File: src/verilog/asac_consts.svh
`ifndef ASAC_CONSTS_SVH
`define ASAC_CONSTS_SVH
// Byte addresses of the two host locations
`define ASAC_CTRL_STAT_OFS 12'h000
`define ASAC_DATA_OFS      12'h004
`define ASAC_RS_BIT        2
// Configuration register fields
`define ASAC_CTRL_W        9
`define ASAC_CTRL_RST      9'h003
`define ASAC_DIV_MSB       1
`define ASAC_DIV_LSB       0
`define ASAC_LEN8_BIT      2
`define ASAC_STOP2_BIT     3
`define ASAC_PAREN_BIT     4
`define ASAC_TXC_MSB       6
`define ASAC_TXC_LSB       5
`define ASAC_RIE_BIT       7
`define ASAC_PODD_BIT      8
// Divide-select codes
`define ASAC_DIV_BY1       2'h0
`define ASAC_DIV_BY16      2'h1
`define ASAC_DIV_BY64      2'h2
`define ASAC_DIV_MRESET    2'h3
// Transmit-control codes
`define ASAC_TXC_TIE       2'h1
`define ASAC_TXC_RTS_HIGH  2'h2
`define ASAC_TXC_BREAK     2'h3
// Clock periods per bit and start-bit hunt lengths
`define ASAC_PER1          7'h01
`define ASAC_PER16         7'h10
`define ASAC_PER64         7'h40
`define ASAC_HUNT1         6'h01
`define ASAC_HUNT16        6'h08
`define ASAC_HUNT64        6'h20
// Status register bits
`define ASAC_ST_RX_HOLDING_FULL_FLAG       0
`define ASAC_ST_TX_HOLDING_EMPTY_FLAG       1
`define ASAC_ST_FE         4
`define ASAC_ST_OVR        5
`define ASAC_ST_PE         6
`define ASAC_ST_IRQ        7
`endif

File: src/verilog/asac_pkg.sv
package asac_pkg;
    typedef enum logic [1:0] {RX_IDLE, RX_DATA, RX_PAR, RX_STOP} asac_rx_st_t;
    typedef enum logic [1:0] {TX_IDLE, TX_DATA, TX_PAR, TX_STOP} asac_tx_st_t;
    typedef logic [7:0] asac_byte_t;
endpackage : asac_pkg

File: src/verilog/asac_rx_if.sv
`timescale 1ns/100ps
interface asac_rx_if;
    import asac_pkg::*;
    logic       tick;
    logic       line;
    logic       mreset;
    logic       len8;
    logic       par_en;
    logic       par_odd;
    logic [6:0] period;
    logic [5:0] hunt;
    logic       done;
    asac_byte_t data;
    logic       fe;
    logic       pe;
    modport ctl (output tick, line, mreset, len8, par_en, par_odd, period, hunt,
                 input  done, data, fe, pe);
    modport rx  (input  tick, line, mreset, len8, par_en, par_odd, period, hunt,
                 output done, data, fe, pe);
endinterface : asac_rx_if

File: src/verilog/asac_rx.sv
`timescale 1ns/100ps
`include "asac_consts.svh"
module asac_rx
    import asac_pkg::*;
(
    input  wire logic clk_in,   // System clock
    input  wire logic rst_n_in, // Async reset, active low
    asac_rx_if.rx     rx_if     // Receive control and result
);
    asac_rx_st_t st_q;
    logic [6:0]  ph_q;
    logic [5:0]  low_q;
    logic [2:0]  idx_q;
    asac_byte_t  sh_q;
    logic        par_q;
    logic        done_q;
    asac_byte_t  data_q;
    logic        fe_q;
    logic        pe_q;
    logic        sample;
    logic        sync;
    logic [2:0]  last_idx;

    assign last_idx = rx_if.len8 ? 3'h7 : 3'h6;
    // [RULE23] centre sampling
    assign sample = rx_if.tick && (st_q != RX_IDLE) && (ph_q == 7'(rx_if.period - 7'h01));
    // [RULE13] hunt count reached
    assign sync = rx_if.tick && (st_q == RX_IDLE) && !rx_if.line
                  && (6'(low_q + 6'h01) == rx_if.hunt);

    always_ff @(posedge clk_in or negedge rst_n_in) begin
        if (!rst_n_in) begin
            st_q  <= RX_IDLE;
            ph_q  <= 7'h00;
            low_q <= 6'h00;
            idx_q <= 3'h0;
            sh_q  <= 8'h00;
            par_q <= 1'b0;
        end else if (rx_if.mreset) begin
            st_q  <= RX_IDLE;
            ph_q  <= 7'h00;
            low_q <= 6'h00;
        end else if (rx_if.tick) begin
            ph_q <= (st_q == RX_IDLE || sample) ? 7'h00 : 7'(ph_q + 7'h01);
            unique case (st_q)
                RX_IDLE: begin
                    // [RULE14] high line drops a false start
                    if (rx_if.line) begin
                        low_q <= 6'h00;
                    end else if (sync) begin
                        // [RULE12] divide-by-one needs no hunt
                        st_q  <= RX_DATA;
                        low_q <= 6'h00;
                        idx_q <= 3'h0;
                        par_q <= 1'b0;
                    end else begin
                        low_q <= 6'(low_q + 6'h01);
                    end
                end
                RX_DATA: begin
                    if (sample) begin
                        sh_q  <= {rx_if.line, sh_q[7:1]};
                        par_q <= par_q ^ rx_if.line;
                        idx_q <= 3'(idx_q + 3'h1);
                        if (idx_q == last_idx) begin
                            st_q <= rx_if.par_en ? RX_PAR : RX_STOP;
                        end
                    end
                end
                RX_PAR: begin
                    if (sample) begin
                        par_q <= par_q ^ rx_if.line;
                        st_q  <= RX_STOP;
                    end
                end
                RX_STOP: begin
                    if (sample) begin
                        st_q <= RX_IDLE;
                    end
                end
            endcase
        end
    end

    always_ff @(posedge clk_in or negedge rst_n_in) begin
        if (!rst_n_in) begin
            done_q <= 1'b0;
            data_q <= 8'h00;
            fe_q   <= 1'b0;
            pe_q   <= 1'b0;
        end else begin
            done_q <= sample && (st_q == RX_STOP) && !rx_if.mreset;
            if (sample && st_q == RX_STOP) begin
                // [RULE17] seven-bit words return a zero top bit
                data_q <= rx_if.len8 ? sh_q : {1'b0, sh_q[7:1]};
                // [RULE24] low first stop bit
                fe_q   <= !rx_if.line;
                // [RULE15] parity check
                pe_q   <= rx_if.par_en && (par_q ^ rx_if.par_odd);
            end
        end
    end

    assign rx_if.done = done_q;
    assign rx_if.data = data_q;
    assign rx_if.fe   = fe_q;
    assign rx_if.pe   = pe_q;
endmodule : asac_rx

File: src/verilog/asac_top.sv
// Chosen here: register access over APB and the register offsets.
`timescale 1ns/100ps
`include "asac_consts.svh"
// Summary of operation
// [RULE1] Two host locations back four internal registers.
// [RULE2] Status and receive data read only; configuration and transmit data write only.
// [RULE3] Host issues master reset first after power-up.
// [RULE4] First master reset holds interrupt and request-to-send outputs high.
// [RULE5] Later master resets hold interrupt high; request-to-send follows programming.
// [RULE6] Host also writes transmit control when it issues master reset.
// [RULE7] Configuration selects divide ratio, word length, stop bits and parity.
// [RULE8] Host writes a character only after seeing transmit holding empty.
// [RULE9] Characters go out with one start and one or two stop bits.
// [RULE10] Optional parity bit sits between last data bit and first stop.
// [RULE11] A second character waits and loads when the first completes.
// [RULE12] Divide-by-one needs external sync; 16 and 64 synchronise internally.
// [RULE13] Hunt needs 8 low samples in divide-by-16, 32 in divide-by-64.
// [RULE14] False starts rejected; timing locks after half a start bit.
// [RULE15] Parity, framing, overrun and receive-full shown in status.
// [RULE16] A data read returns the received character on the bus.
// [RULE17] Seven-bit words with parity return a zero top bit.
// [RULE18] Receiver double buffered: holding register plus shift register.
// [RULE19] Accesses honoured only with both selects high and third low.
// [RULE20] Register select high reaches data, low reaches control and status.
// [RULE21] Divide field: 00 by 1, 01 by 16, 10 by 64, 11 reset.
// [RULE22] Transmit launches on falling clock edge; receive samples on rising edge.
// [RULE23] After sync each bit sampled once per period near its centre.
// [RULE24] Low first stop bit sets the framing error.
module asac_top
    import asac_pkg::*;
(
    input  wire logic        MCLK_IN,          // System clock
    input  wire logic        RST_N_IN,         // Async reset, active low
    input  wire logic        PSEL_IN,          // APB select
    input  wire logic        PENABLE_IN,       // APB access phase
    input  wire logic        PWRITE_IN,        // APB direction
    input  wire logic [11:0] PADDR_IN,         // APB byte address
    input  wire logic [31:0] PWDATA_IN,        // APB write data
    output logic      [31:0] PRDATA_OUT,       // APB read data
    output logic             PREADY_OUT,       // APB ready
    output logic             PSLVERR_OUT,      // APB error
    input  wire logic        CHIP_SELECT_A_IN, // Select, active high
    input  wire logic        CHIP_SELECT_B_IN, // Select, active high
    input  wire logic        CHIP_SELECT_N_IN, // Select, active low
    input  wire logic        TX_CLK_IN,        // Transmit bit clock
    input  wire logic        RX_CLK_IN,        // Receive bit clock
    input  wire logic        RX_DATA_IN,       // Serial receive line
    output logic             TX_DATA_OUT,      // Serial transmit line
    output logic             RTS_N_OUT,        // Request to send, active low
    output logic             IRQ_N_OUT         // Interrupt request, active low
);
    asac_rx_if rx_if ();

    logic [`ASAC_CTRL_W-1:0] ctrl_q;
    logic        first_q;
    logic        txc_prev_q;
    logic        rxc_prev_q;
    logic        pready_q;
    logic        pslverr_q;
    logic [31:0] prdata_q;
    asac_byte_t  rxd_q;
    logic        rx_holding_full_flag_q;
    logic        ovr_q;
    logic        fe_q;
    logic        pe_q;
    asac_byte_t  txh_q;
    logic        tx_holding_empty_flag_q;
    asac_tx_st_t tx_st_q;
    asac_byte_t  tsh_q;
    logic [6:0]  tdiv_q;
    logic [2:0]  tidx_q;
    logic        tstop_q;
    logic        tpar_q;
    logic        txd_q;
    logic        tx_out_q;
    logic        rts_n_q;
    logic        irq_n_q;

    logic [1:0]  div;
    logic [1:0]  txc;
    logic        mreset;
    logic [6:0]  per;
    logic [5:0]  hunt;
    logic        cs_ok;
    logic        addr_ok;
    logic        rs;
    logic        setup;
    logic        acc_done;
    logic        wr_ctrl;
    logic        wr_tx;
    logic        rd_rx;
    logic        tx_tick;
    logic        tx_bnd;
    logic        tx_load;
    logic [2:0]  tlast;
    logic        irq_cond;
    asac_byte_t  status;

    assign div    = ctrl_q[`ASAC_DIV_MSB:`ASAC_DIV_LSB];
    assign txc    = ctrl_q[`ASAC_TXC_MSB:`ASAC_TXC_LSB];
    // [RULE21] code 11 holds the block in reset
    assign mreset = (div == `ASAC_DIV_MRESET);

    // [RULE21] one ratio for both directions
    always_comb begin
        unique case (div)
            `ASAC_DIV_BY16: begin
                per  = `ASAC_PER16;
                hunt = `ASAC_HUNT16;
            end
            `ASAC_DIV_BY64: begin
                per  = `ASAC_PER64;
                hunt = `ASAC_HUNT64;
            end
            `ASAC_DIV_BY1, `ASAC_DIV_MRESET: begin
                per  = `ASAC_PER1;
                hunt = `ASAC_HUNT1;
            end
        endcase
    end

    // [RULE19] three-way chip select
    assign cs_ok    = CHIP_SELECT_A_IN && CHIP_SELECT_B_IN && !CHIP_SELECT_N_IN;
    // [RULE1] only two locations decode
    assign addr_ok  = (PADDR_IN == `ASAC_CTRL_STAT_OFS) || (PADDR_IN == `ASAC_DATA_OFS);
    assign rs       = PADDR_IN[`ASAC_RS_BIT];
    assign setup    = PSEL_IN && !PENABLE_IN;
    assign acc_done = PSEL_IN && PENABLE_IN && pready_q && cs_ok && addr_ok;
    // [RULE20] select and direction pick one of four
    assign wr_ctrl  = acc_done && PWRITE_IN && !rs;
    assign wr_tx    = acc_done && PWRITE_IN && rs;
    assign rd_rx    = acc_done && !PWRITE_IN && rs;

    // [RULE15] status layout
    always_comb begin
        status                = 8'h00;
        status[`ASAC_ST_RX_HOLDING_FULL_FLAG] = rx_holding_full_flag_q;
        status[`ASAC_ST_TX_HOLDING_EMPTY_FLAG] = tx_holding_empty_flag_q && !mreset;
        status[`ASAC_ST_FE]   = fe_q;
        status[`ASAC_ST_OVR]  = ovr_q;
        status[`ASAC_ST_PE]   = pe_q;
        status[`ASAC_ST_IRQ]  = !irq_n_q;
    end

    // No wait state; read data is registered during the setup phase
    always_ff @(posedge MCLK_IN or negedge RST_N_IN) begin
        if (!RST_N_IN) begin
            pready_q  <= 1'b0;
            pslverr_q <= 1'b0;
            prdata_q  <= 32'h0000_0000;
        end else begin
            pready_q  <= setup;
            pslverr_q <= setup && !addr_ok;
            // [RULE2] reads see only the read-only pair
            if (setup && cs_ok && addr_ok && !PWRITE_IN) begin
                // [RULE16] receive character onto the bus
                prdata_q <= {24'h00_0000, rs ? rxd_q : status};
            end else begin
                prdata_q <= 32'h0000_0000;
            end
        end
    end

    // [RULE7] configuration register
    always_ff @(posedge MCLK_IN or negedge RST_N_IN) begin
        if (!RST_N_IN) begin
            ctrl_q <= `ASAC_CTRL_RST;
        end else if (wr_ctrl) begin
            ctrl_q <= PWDATA_IN[`ASAC_CTRL_W-1:0];
        end
    end

    // Power-up counts as the first master reset until it is released
    always_ff @(posedge MCLK_IN or negedge RST_N_IN) begin
        if (!RST_N_IN) begin
            first_q <= 1'b1;
        end else if (!mreset) begin
            first_q <= 1'b0;
        end
    end

    // [RULE22] edge detection on the bit clocks
    always_ff @(posedge MCLK_IN or negedge RST_N_IN) begin
        if (!RST_N_IN) begin
            txc_prev_q <= 1'b1;
            rxc_prev_q <= 1'b1;
        end else begin
            txc_prev_q <= TX_CLK_IN;
            rxc_prev_q <= RX_CLK_IN;
        end
    end

    assign tx_tick = txc_prev_q && !TX_CLK_IN;
    assign tx_bnd  = tx_tick && (tdiv_q == 7'h00) && !mreset;
    assign tx_load = tx_bnd && (tx_st_q == TX_IDLE) && !tx_holding_empty_flag_q;
    assign tlast   = ctrl_q[`ASAC_LEN8_BIT] ? 3'h7 : 3'h6;

    // Transmit bit-time divider
    always_ff @(posedge MCLK_IN or negedge RST_N_IN) begin
        if (!RST_N_IN) begin
            tdiv_q <= 7'h00;
        end else if (mreset) begin
            tdiv_q <= 7'h00;
        end else if (tx_tick) begin
            tdiv_q <= (tdiv_q == 7'(per - 7'h01)) ? 7'h00 : 7'(tdiv_q + 7'h01);
        end
    end

    // Holding register; a write beats a same-cycle load so no character is lost
    always_ff @(posedge MCLK_IN or negedge RST_N_IN) begin
        if (!RST_N_IN) begin
            txh_q  <= 8'h00;
            tx_holding_empty_flag_q <= 1'b1;
        end else if (mreset) begin
            tx_holding_empty_flag_q <= 1'b1;
        end else if (wr_tx) begin
            txh_q  <= PWDATA_IN[7:0];
            tx_holding_empty_flag_q <= 1'b0;
        // [RULE11] holding register empties into the shifter
        end else if (tx_load) begin
            tx_holding_empty_flag_q <= 1'b1;
        end
    end

    // Transmit shifter
    always_ff @(posedge MCLK_IN or negedge RST_N_IN) begin
        if (!RST_N_IN) begin
            tx_st_q <= TX_IDLE;
            tsh_q   <= 8'h00;
            tidx_q  <= 3'h0;
            tstop_q <= 1'b0;
            tpar_q  <= 1'b0;
            txd_q   <= 1'b1;
        end else if (mreset) begin
            tx_st_q <= TX_IDLE;
            txd_q   <= 1'b1;
        end else if (tx_bnd) begin
            unique case (tx_st_q)
                TX_IDLE: begin
                    // [RULE9] start bit
                    if (tx_load) begin
                        tsh_q   <= txh_q;
                        tidx_q  <= 3'h0;
                        tpar_q  <= ctrl_q[`ASAC_PODD_BIT];
                        txd_q   <= 1'b0;
                        tx_st_q <= TX_DATA;
                    end
                end
                TX_DATA: begin
                    txd_q  <= tsh_q[0];
                    tsh_q  <= {1'b0, tsh_q[7:1]};
                    tpar_q <= tpar_q ^ tsh_q[0];
                    tidx_q <= 3'(tidx_q + 3'h1);
                    if (tidx_q == tlast) begin
                        tstop_q <= 1'b0;
                        tx_st_q <= ctrl_q[`ASAC_PAREN_BIT] ? TX_PAR : TX_STOP;
                    end
                end
                // [RULE10] parity after the last data bit
                TX_PAR: begin
                    txd_q   <= tpar_q;
                    tx_st_q <= TX_STOP;
                end
                // [RULE9] one or two stop bits
                TX_STOP: begin
                    txd_q <= 1'b1;
                    if (tstop_q || !ctrl_q[`ASAC_STOP2_BIT]) begin
                        tx_st_q <= TX_IDLE;
                    end else begin
                        tstop_q <= 1'b1;
                    end
                end
            endcase
        end
    end

    // Receiver hookup
    assign rx_if.tick    = !rxc_prev_q && RX_CLK_IN;
    assign rx_if.line    = RX_DATA_IN;
    assign rx_if.mreset  = mreset;
    assign rx_if.len8    = ctrl_q[`ASAC_LEN8_BIT];
    assign rx_if.par_en  = ctrl_q[`ASAC_PAREN_BIT];
    assign rx_if.par_odd = ctrl_q[`ASAC_PODD_BIT];
    assign rx_if.period  = per;
    assign rx_if.hunt    = hunt;

    asac_rx u_rx (
        .clk_in   (MCLK_IN),
        .rst_n_in (RST_N_IN),
        .rx_if    (rx_if.rx)
    );

    // [RULE18] receive holding register
    always_ff @(posedge MCLK_IN or negedge RST_N_IN) begin
        if (!RST_N_IN) begin
            rxd_q  <= 8'h00;
            rx_holding_full_flag_q <= 1'b0;
            ovr_q  <= 1'b0;
            fe_q   <= 1'b0;
            pe_q   <= 1'b0;
        end else if (mreset) begin
            rx_holding_full_flag_q <= 1'b0;
            ovr_q  <= 1'b0;
            fe_q   <= 1'b0;
            pe_q   <= 1'b0;
        end else if (rx_if.done) begin
            // [RULE15] overrun keeps the unread character
            if (rx_holding_full_flag_q && !rd_rx) begin
                ovr_q <= 1'b1;
            end else begin
                rxd_q  <= rx_if.data;
                rx_holding_full_flag_q <= 1'b1;
                ovr_q  <= 1'b0;
                fe_q   <= rx_if.fe;
                pe_q   <= rx_if.pe;
            end
        end else if (rd_rx) begin
            rx_holding_full_flag_q <= 1'b0;
            ovr_q  <= 1'b0;
        end
    end

    assign irq_cond = (ctrl_q[`ASAC_RIE_BIT] && (rx_holding_full_flag_q || ovr_q))
                      || (txc == `ASAC_TXC_TIE && tx_holding_empty_flag_q);

    // Pin drivers, all registered
    always_ff @(posedge MCLK_IN or negedge RST_N_IN) begin
        if (!RST_N_IN) begin
            tx_out_q <= 1'b1;
            rts_n_q  <= 1'b1;
            irq_n_q  <= 1'b1;
        end else begin
            tx_out_q <= txd_q && !(txc == `ASAC_TXC_BREAK);
            // [RULE4] first reset forces request-to-send high
            rts_n_q  <= (mreset && first_q) || (txc == `ASAC_TXC_RTS_HIGH);
            // [RULE5] interrupt held high during any master reset
            irq_n_q  <= mreset || !irq_cond;
        end
    end

    assign PRDATA_OUT  = prdata_q;
    assign PREADY_OUT  = pready_q;
    assign PSLVERR_OUT = pslverr_q;
    assign TX_DATA_OUT = tx_out_q;
    assign RTS_N_OUT   = rts_n_q;
    assign IRQ_N_OUT   = irq_n_q;
endmodule : asac_top

File: config.mk
export PLATFORM = sky130hd
export DESIGN_NAME = asac_top
export DESIGN_NICKNAME = d
export VERILOG_FILES = /design/src/verilog/asac_pkg.sv /design/src/verilog/asac_rx_if.sv /design/src/verilog/asac_rx.sv /design/src/verilog/asac_top.sv
export VERILOG_INCLUDE_DIRS = /design/src /design/src/verilog
export SDC_FILE = /design/constraint.sdc
export NUM_CORES = 1
export LEC_CHECK = 0
export CORE_ASPECT_RATIO = 0.75
export CORE_MARGIN = 2
export CORE_UTILIZATION = 40
export DETAILED_ROUTE_END_ITERATION = 16
export DONT_BUFFER_PORTS = 1
export PLACE_DENSITY = 0.52
export REMOVE_ABC_BUFFERS = 1
export SETUP_SLACK_MARGIN = 0.5
export SLEW_MARGIN = 5
export SYNTH_ARGS = -nofsm -noshare
export SYNTH_HDL_FRONTEND = slang
export SYNTH_SLANG_ARGS = --single-unit
File: constraint.sdc
create_clock -name MCLK_IN -period 3.3 [get_ports MCLK_IN]
set_clock_uncertainty 0.2 [all_clocks]
set_input_delay 0.33 -clock MCLK_IN [delete_from_list [all_inputs] [get_ports MCLK_IN]]
set_output_delay 0.33 -clock MCLK_IN [all_outputs]
set_load 0.03 [all_outputs]
* After elaboration in Yosys (flattened, before gate mapping)
Cells that the tools add are included.
** Storage, ports and cells
- Register bits after elaboration :: 131
- Latch bits :: 0
- Memory bits (writable) :: 0
- Memory bits (read-only) :: 0
- Bits of input ports :: 55
- Output and inout bits :: 37
- Memories kept :: 0
** Operators by class
- Add/sub/neg operators :: 6
- $mul :: 0
- Divide/modulo/power cells :: 0
- Order comparisons :: 0
- Equal/unequal tests :: 36
- Shift-type cells :: 0
- Muxes and demuxes :: 70
- Bitwise operators :: 5
- Reduce and logical (&&, ||, !) cells :: 90
** Operator list (count)
- 2-to-1 mux 7 bit :: 6
- logical AND 1 bit :: 36
- 2-to-1 mux 8 bit :: 4
- 2-to-1 mux 6 bit :: 5
- 2-to-1 mux 1 bit :: 27
- 2-to-1 mux 2 bit :: 13
- case mux 7 bit (3 select lines) :: 1
- nonzero test 2 bit :: 10
- case mux 6 bit (3 select lines) :: 1
- == test 2 bit, second input constant :: 8
- case mux 2 bit (4 select lines) :: 2
- case mux 8 bit (2 select lines) :: 1
- logical NOT 1 bit :: 15
- inequality test 3 x 2 -> 1 bit, second input constant :: 5
- inequality test 3 bit, second input constant :: 5
- adder 7 x 1 -> 7 bit, second input constant :: 2
- == test 7 bit :: 2
- == test 12 x 3 -> 1 bit, second input constant :: 1
- logical NOT 12 bit :: 1
- 2-to-1 mux 3 bit :: 4
- case mux 3 bit (2 select lines) :: 2
- AND reduction 4 bit :: 3
- AND reduction 6 bit :: 2
- inequality test 2 bit, second input constant :: 5
- other kinds (20) :: 46

* Longest topological paths before layout
- Depth in word-level cells :: 11
- Mapped depth :: 10
- Gate-level depth less buffers :: 8

* Cells and area by module
Synthesis repeated with hierarchy kept, for this count alone.
** Unflattened totals
- Cell total of the unflattened synthesis :: 550
- Area, all modules :: 5843.1 sq um
** By module, submodules not included
- asac_top :: instances 1, cells an instance 316, area an instance 3512.1 sq um, sequential area each 1739.2 sq um
- asac_rx :: instances 1, cells an instance 234, area an instance 2331.0 sq um, sequential area each 950.9 sq um

* Worst setup path after synthesis
OpenSTA, ideal clock, no wires.
- Path kind :: reg-to-reg
- From :: register ctrl_q[0]
- To :: register u_rx.par_q
- Library setup time :: 0.121 ns
- Data arrival time :: 2.438 ns
- Path slack :: 0.541 ns
- Stages on the path, launching flop included :: 9
- Path buffers :: 0
- Clock period less this slack :: 2.759 ns
- Path through :: dfstp_2 inv_1 ha_1 inv_2 o41a_1 nor4_4 nand2_1 a221o_1 a22o_1
** On the way
- Word-level cells in the longest chain between the ends :: 8
- Elaborated cells on any way between the ends :: 16
** Ends and longest elaborated chain
- start: declaration :: RTL line asac_top.sv:54 : logic [`ASAC_CTRL_W-1:0] ctrl_q;
- start signal: assignment :: RTL line asac_top.sv:167 : ctrl_q <= `ASAC_CTRL_RST;
- start signal: assignment :: RTL line asac_top.sv:169 : ctrl_q <= PWDATA_IN[`ASAC_CTRL_W-1:0];
- == test 2 bit / logical NOT 2 bit (equally long branches) :: RTL line asac_top.sv:106 : unique case (div)
- OR reduction 2 bit :: RTL line asac_top.sv:106
- case mux 7 bit (3 select lines) :: RTL line asac_top.sv:106
- subtractor 7 x 1 -> 7 bit :: RTL line asac_rx.sv:26 : assign sample = rx_if.tick && (st_q != RX_IDLE) && (ph_q == 7'(rx_if.period - 7'h01));
- == test 7 bit :: RTL line asac_rx.sv:26
- logical AND 1 bit :: RTL line asac_rx.sv:26
- inequality test 2 x 1 -> 1 bit (no source line)
- AND reduction 6 bit (no source line) (*)
- end signal: assignment :: RTL line asac_rx.sv:63 : par_q <= par_q ^ rx_if.line;
- end signal: assignment :: RTL line asac_rx.sv:72 : par_q <= par_q ^ rx_if.line;
- end: declaration :: RTL line asac_rx.sv:15 : logic par_q;
Mark *: on every way between the ends. The rest lies on a longest branch, timed or not. The select of a mux whose other input is x is not followed.
A chain may end at the register's enable or synchronous reset.

* Worst setup path in the final report
- From :: register u_rx.low_q[0]
- To :: register u_rx.par_q
** On the way
- Word-level cells in the longest chain between the ends :: 5
** Ends and longest elaborated chain
- start: declaration :: RTL line asac_rx.sv:12 : logic [5:0] low_q;
- start signal: assignment :: RTL line asac_rx.sv:57 : low_q <= 6'(low_q + 6'h01);
- adder 6 x 1 -> 6 bit :: RTL line asac_rx.sv:29 : && (6'(low_q + 6'h01) == rx_if.hunt);
- == test 6 bit :: RTL line asac_rx.sv:29
- logical AND 1 bit :: RTL line asac_rx.sv:29
- inequality test 2 x 1 -> 1 bit (no source line)
- AND reduction 6 bit (no source line)
No other way between the ends.

==> metrics.md <==
| Metric | Value |
|---|---|
| Status | finished with violations |
| Failing checks | negative hold slack |
| First-pass GRT wire length | around 20000 µm |
| Library cells used by synthesis | 58 |
| Critical Path Start Type | flip-flop |
| Synth Register Bits | 107 |
| DP HPWL | 7920 µm |
| CTS tree | built |
| Final wirelength | 11700 µm |
| Via count | 3898 |
| DRT antenna net count | 0 |
| Largest area contributor in the netlist | dfrtp_1 |
| Worst-Margin Slew | 718 ps |
| Share of cells above drive strength 1 | between 15 and 20% |
| Setup Crit Path Kind | reg2reg |
| Compound-Gate Fraction of Synth Area | 11.3% |
| GRT Util Overall | between 15 and 20% |
| Mux share of post-synthesis cell area | 10.6% |
| Hold buffers post-CTS | 16 |
| Worst Hold Class | in2async |
| Num CTS Buffers | 9 |
| Fin crit share | around 84% |
| Synth async-reset ratio | between 90% and 100% |
| CP arrival | 2800 ps |
| DRC viols | 0 |
| Min Tclk post-route | about 2800 ps |
| R2r endpoint | u_rx.par_q$_DFFE_PN0P_ |
| Wire length per cell | 15.7 µm |
| Clk_lat worst skew | between 300 and 400 ps |
| Core Region | 13600 µm² |
| Die width | approximately 140 µm |
| Avg Synthesized Cell Area | 10.2 µm² |
| Ant. Diodes | 0 |
| Worst VDD drop | 0.254 mV |
| Top cells by count, synth | dfrtp_1, nand2_1, nor2_1 |
| Row Count | 37 |
| Count of final setup violators | 0 |
| Nets@finish | 637 |
| Ys flop type | dfrtp_1 |
| RSZ-0062 raised after global routing | false |
| Htree depth | 3 |
| Finished Layout Cells | 744 |
| Pleak | 2.78 nW |
| Vias in the first global route | 3690 |
| Highest Clock Rate | 362 MHz |
| Syn Std Cell Area | 5490 µm² |
| Critical-path maximum fanout | 6 |
| Initial antenna violation count | 0 |
| CP max stage delay | 510 ps |
| Post-synth EDFFs | 0 |
| First-pass DRT Iterations | 4 |
| Hold Slack | -522 ps |
| Req. time, crit path | 3340 ps |
| Pwr/cell area | approximately 400 nW/µm² |
| Area share of fa/ha/maj cells after synthesis | 4.11% |
| Endpoint type of the worst setup path | flip-flop |
| Via density | 5.24 |
| Reg2reg start | u_rx.low_q[0]$_DFFE_PN0P_ |
| CTS root buf | clkbuf_16 |
| Initial Utilization | 40.4% |
| Inst Count DP | slightly above 700 |
| Area growth from synthesis to layout | 14.1% |
| Buf+Inv Stages, Crit Path | 0 |
| CTS Buffer Depth | 2 |
| Max stage delay cell, worst path | or3b_2 |
| FF-to-FF setup slack | roughly 540 ps |
| Die Ht | 105 µm |
| Post-Synth XOR/XNOR Area | 2.87% |
| Register area share after synthesis | between 40% and 50% |
| Final Max Slew Viols | 0 |
| Clk sink count | 107 |
| Synth top area cells | dfrtp_1, mux2_2, dfstp_2 |
| I/O pins | 92 |
| Max_slew headroom | 52.1% |
| R2R cell count | 6 |
| Final hold vios | 107 |
| Synth Area in Simple Gates | 15.9% |
| Largest net degree at the start of global routing | roughly 110 |
| I/O Buffers | 0 |
| Largest family of logic cells by synthesized area | simple AND/OR/NAND/NOR gates |
| Delay-heaviest family, CP | compound AO/OA/AOI/OAI gates |
| Top cell type's share of synthesized area | between 40 and 50% |
| Full die area | 14700 µm² |
| Syn Inst Count | 536 |
| Placer Congestion | 0.870 |
| Max_cap viols | 0 |
| CP cell instances | ha_1 > or3b_2 > nor4_4 > o2111ai_4 > a221o_1 > a22o_1 |
| Setup TNS | 0 ps |
| Ys Warns | 0 |
| Grt ovf | 0 |
| Count leader, synth | dfrtp_1 |
| Initial DRC Count | 173 |
| CTS clk-pin slew, worst paths | 80 ps |
==> power by group <==
group          internal (mW)  switching (mW)
clock network          0.536           0.540
registers               1.31         0.00367
logic                 0.0221          0.0537
==> through the flow <==
step                      util (%)  area, µm²  power, mW  setup WS (ps)
after floorplan                  -       5330       1.39            541
after detailed placement      41.8       5670       1.40            447
after CTS                     45.3       6150       2.51            461
after global placement        41.8       5670       1.40            445
final                         46.2       6260       2.47            538
after global routing          46.2       6260       2.57            465
==> cells by family (layout without fill, tap and decap cells) <==
family / Yosys count / in the layout
AO/OA/AOI/OAI: 99 / 99
flip-flops: 107 / 107
other: 1 / 24
buffers and inverters: 65 / 75
multiplexers: 54 / 54
adder cells (fa/ha/maj): 18 / 18
XOR/XNOR: 18 / 18
AND/OR/NAND/NOR: 174 / 174
==> what timing repair did <==
action                                  4_1_cts  5_1_grt
endpoints found under the setup margin       21       27
resized for setup                             2       12
pin swaps                                     2        8
setup buffers                                 2        4
hold endpoints to repair                    138      107
==> layout by cell type (no fill, tap or decap), types with 13 or more instances in the layout <==
cell type / count
conb_1: 24
a21oi_1: 21
nand3_1: 13
o21ai_0: 43
dfrtp_1: 96
dlygate4sd3_1: 16
mux2i_1: 23
inv_1: 23
nor2_1: 43
nand2_1: 55
ha_1: 16
mux2_2: 30
buf_4: 17
==> metal layers <==
metal | track usage (%) | vias to the layer above | routed length (µm)
met4 | 3.39 | 0 | 29
li1 | - | 1899 | -
met5 | 0 | - | 0
met2 | 24.4 | 97 | 5260
met1 | 25.0 | 1900 | 5990
met3 | 3.54 | 2 | 438
==> sequential cells by signal (all words and copies together) (netlist names), 2 cells and up <==
name	flops
ctrl_q	9
tidx_q	3
u_rx.st_q	2
txh_q	8
rxd_q	8
tdiv_q	7
u_rx.ph_q	7
u_rx.low_q	6
u_rx.sh_q	8
PRDATA_OUT	8
tx_st_q	2
u_rx.rx_if.data	8
u_rx.idx_q	3
tsh_q	8
==> worst reg2reg max path, stage by stage (launching register included) <==
cell and delay [ps]:
dfrtp_2 450, ha_1 320, or3b_2 510, nor4_4 310, o2111ai_4 200, a221o_1 410, a22o_1 240
==> cell type report <==
class / instances / area, µm²
clock inverters: 7 / 68.8
flip-flops and latches: 107 / 2690
inverters: 24 / 90.1
fillers: 1278 / 7300
repair buffers: 35 / 328
clock buffers: 9 / 225
multi-input cells: 387 / 2640
well taps: 175 / 219
==> worst max-delay path by stage <==
stage / start / end / slack [ps] / cells after the start
final: u_rx.low_q[0]$_DFFE_PN0P_ / u_rx.par_q$_DFFE_PN0P_ / 540 / 6
after global routing: ctrl_q[0]$_DFFE_PN1P_ / u_rx.rx_if.data[0]$_DFFE_PN0N_ / 460 / 10
after CTS: ctrl_q[0]$_DFFE_PN1P_ / u_rx.par_q$_DFFE_PN0P_ / 460 / 8
after detailed placement: ctrl_q[0]$_DFFE_PN1P_ / u_rx.par_q$_DFFE_PN0P_ / 450 / 8
after global placement: ctrl_q[0]$_DFFE_PN1P_ / u_rx.par_q$_DFFE_PN0P_ / 450 / 8
after floorplan: ctrl_q[0]$_DFFE_PN1P_ / u_rx.par_q$_DFFE_PN0P_ / 540 / 8
(Power assumes the default switching activity.)
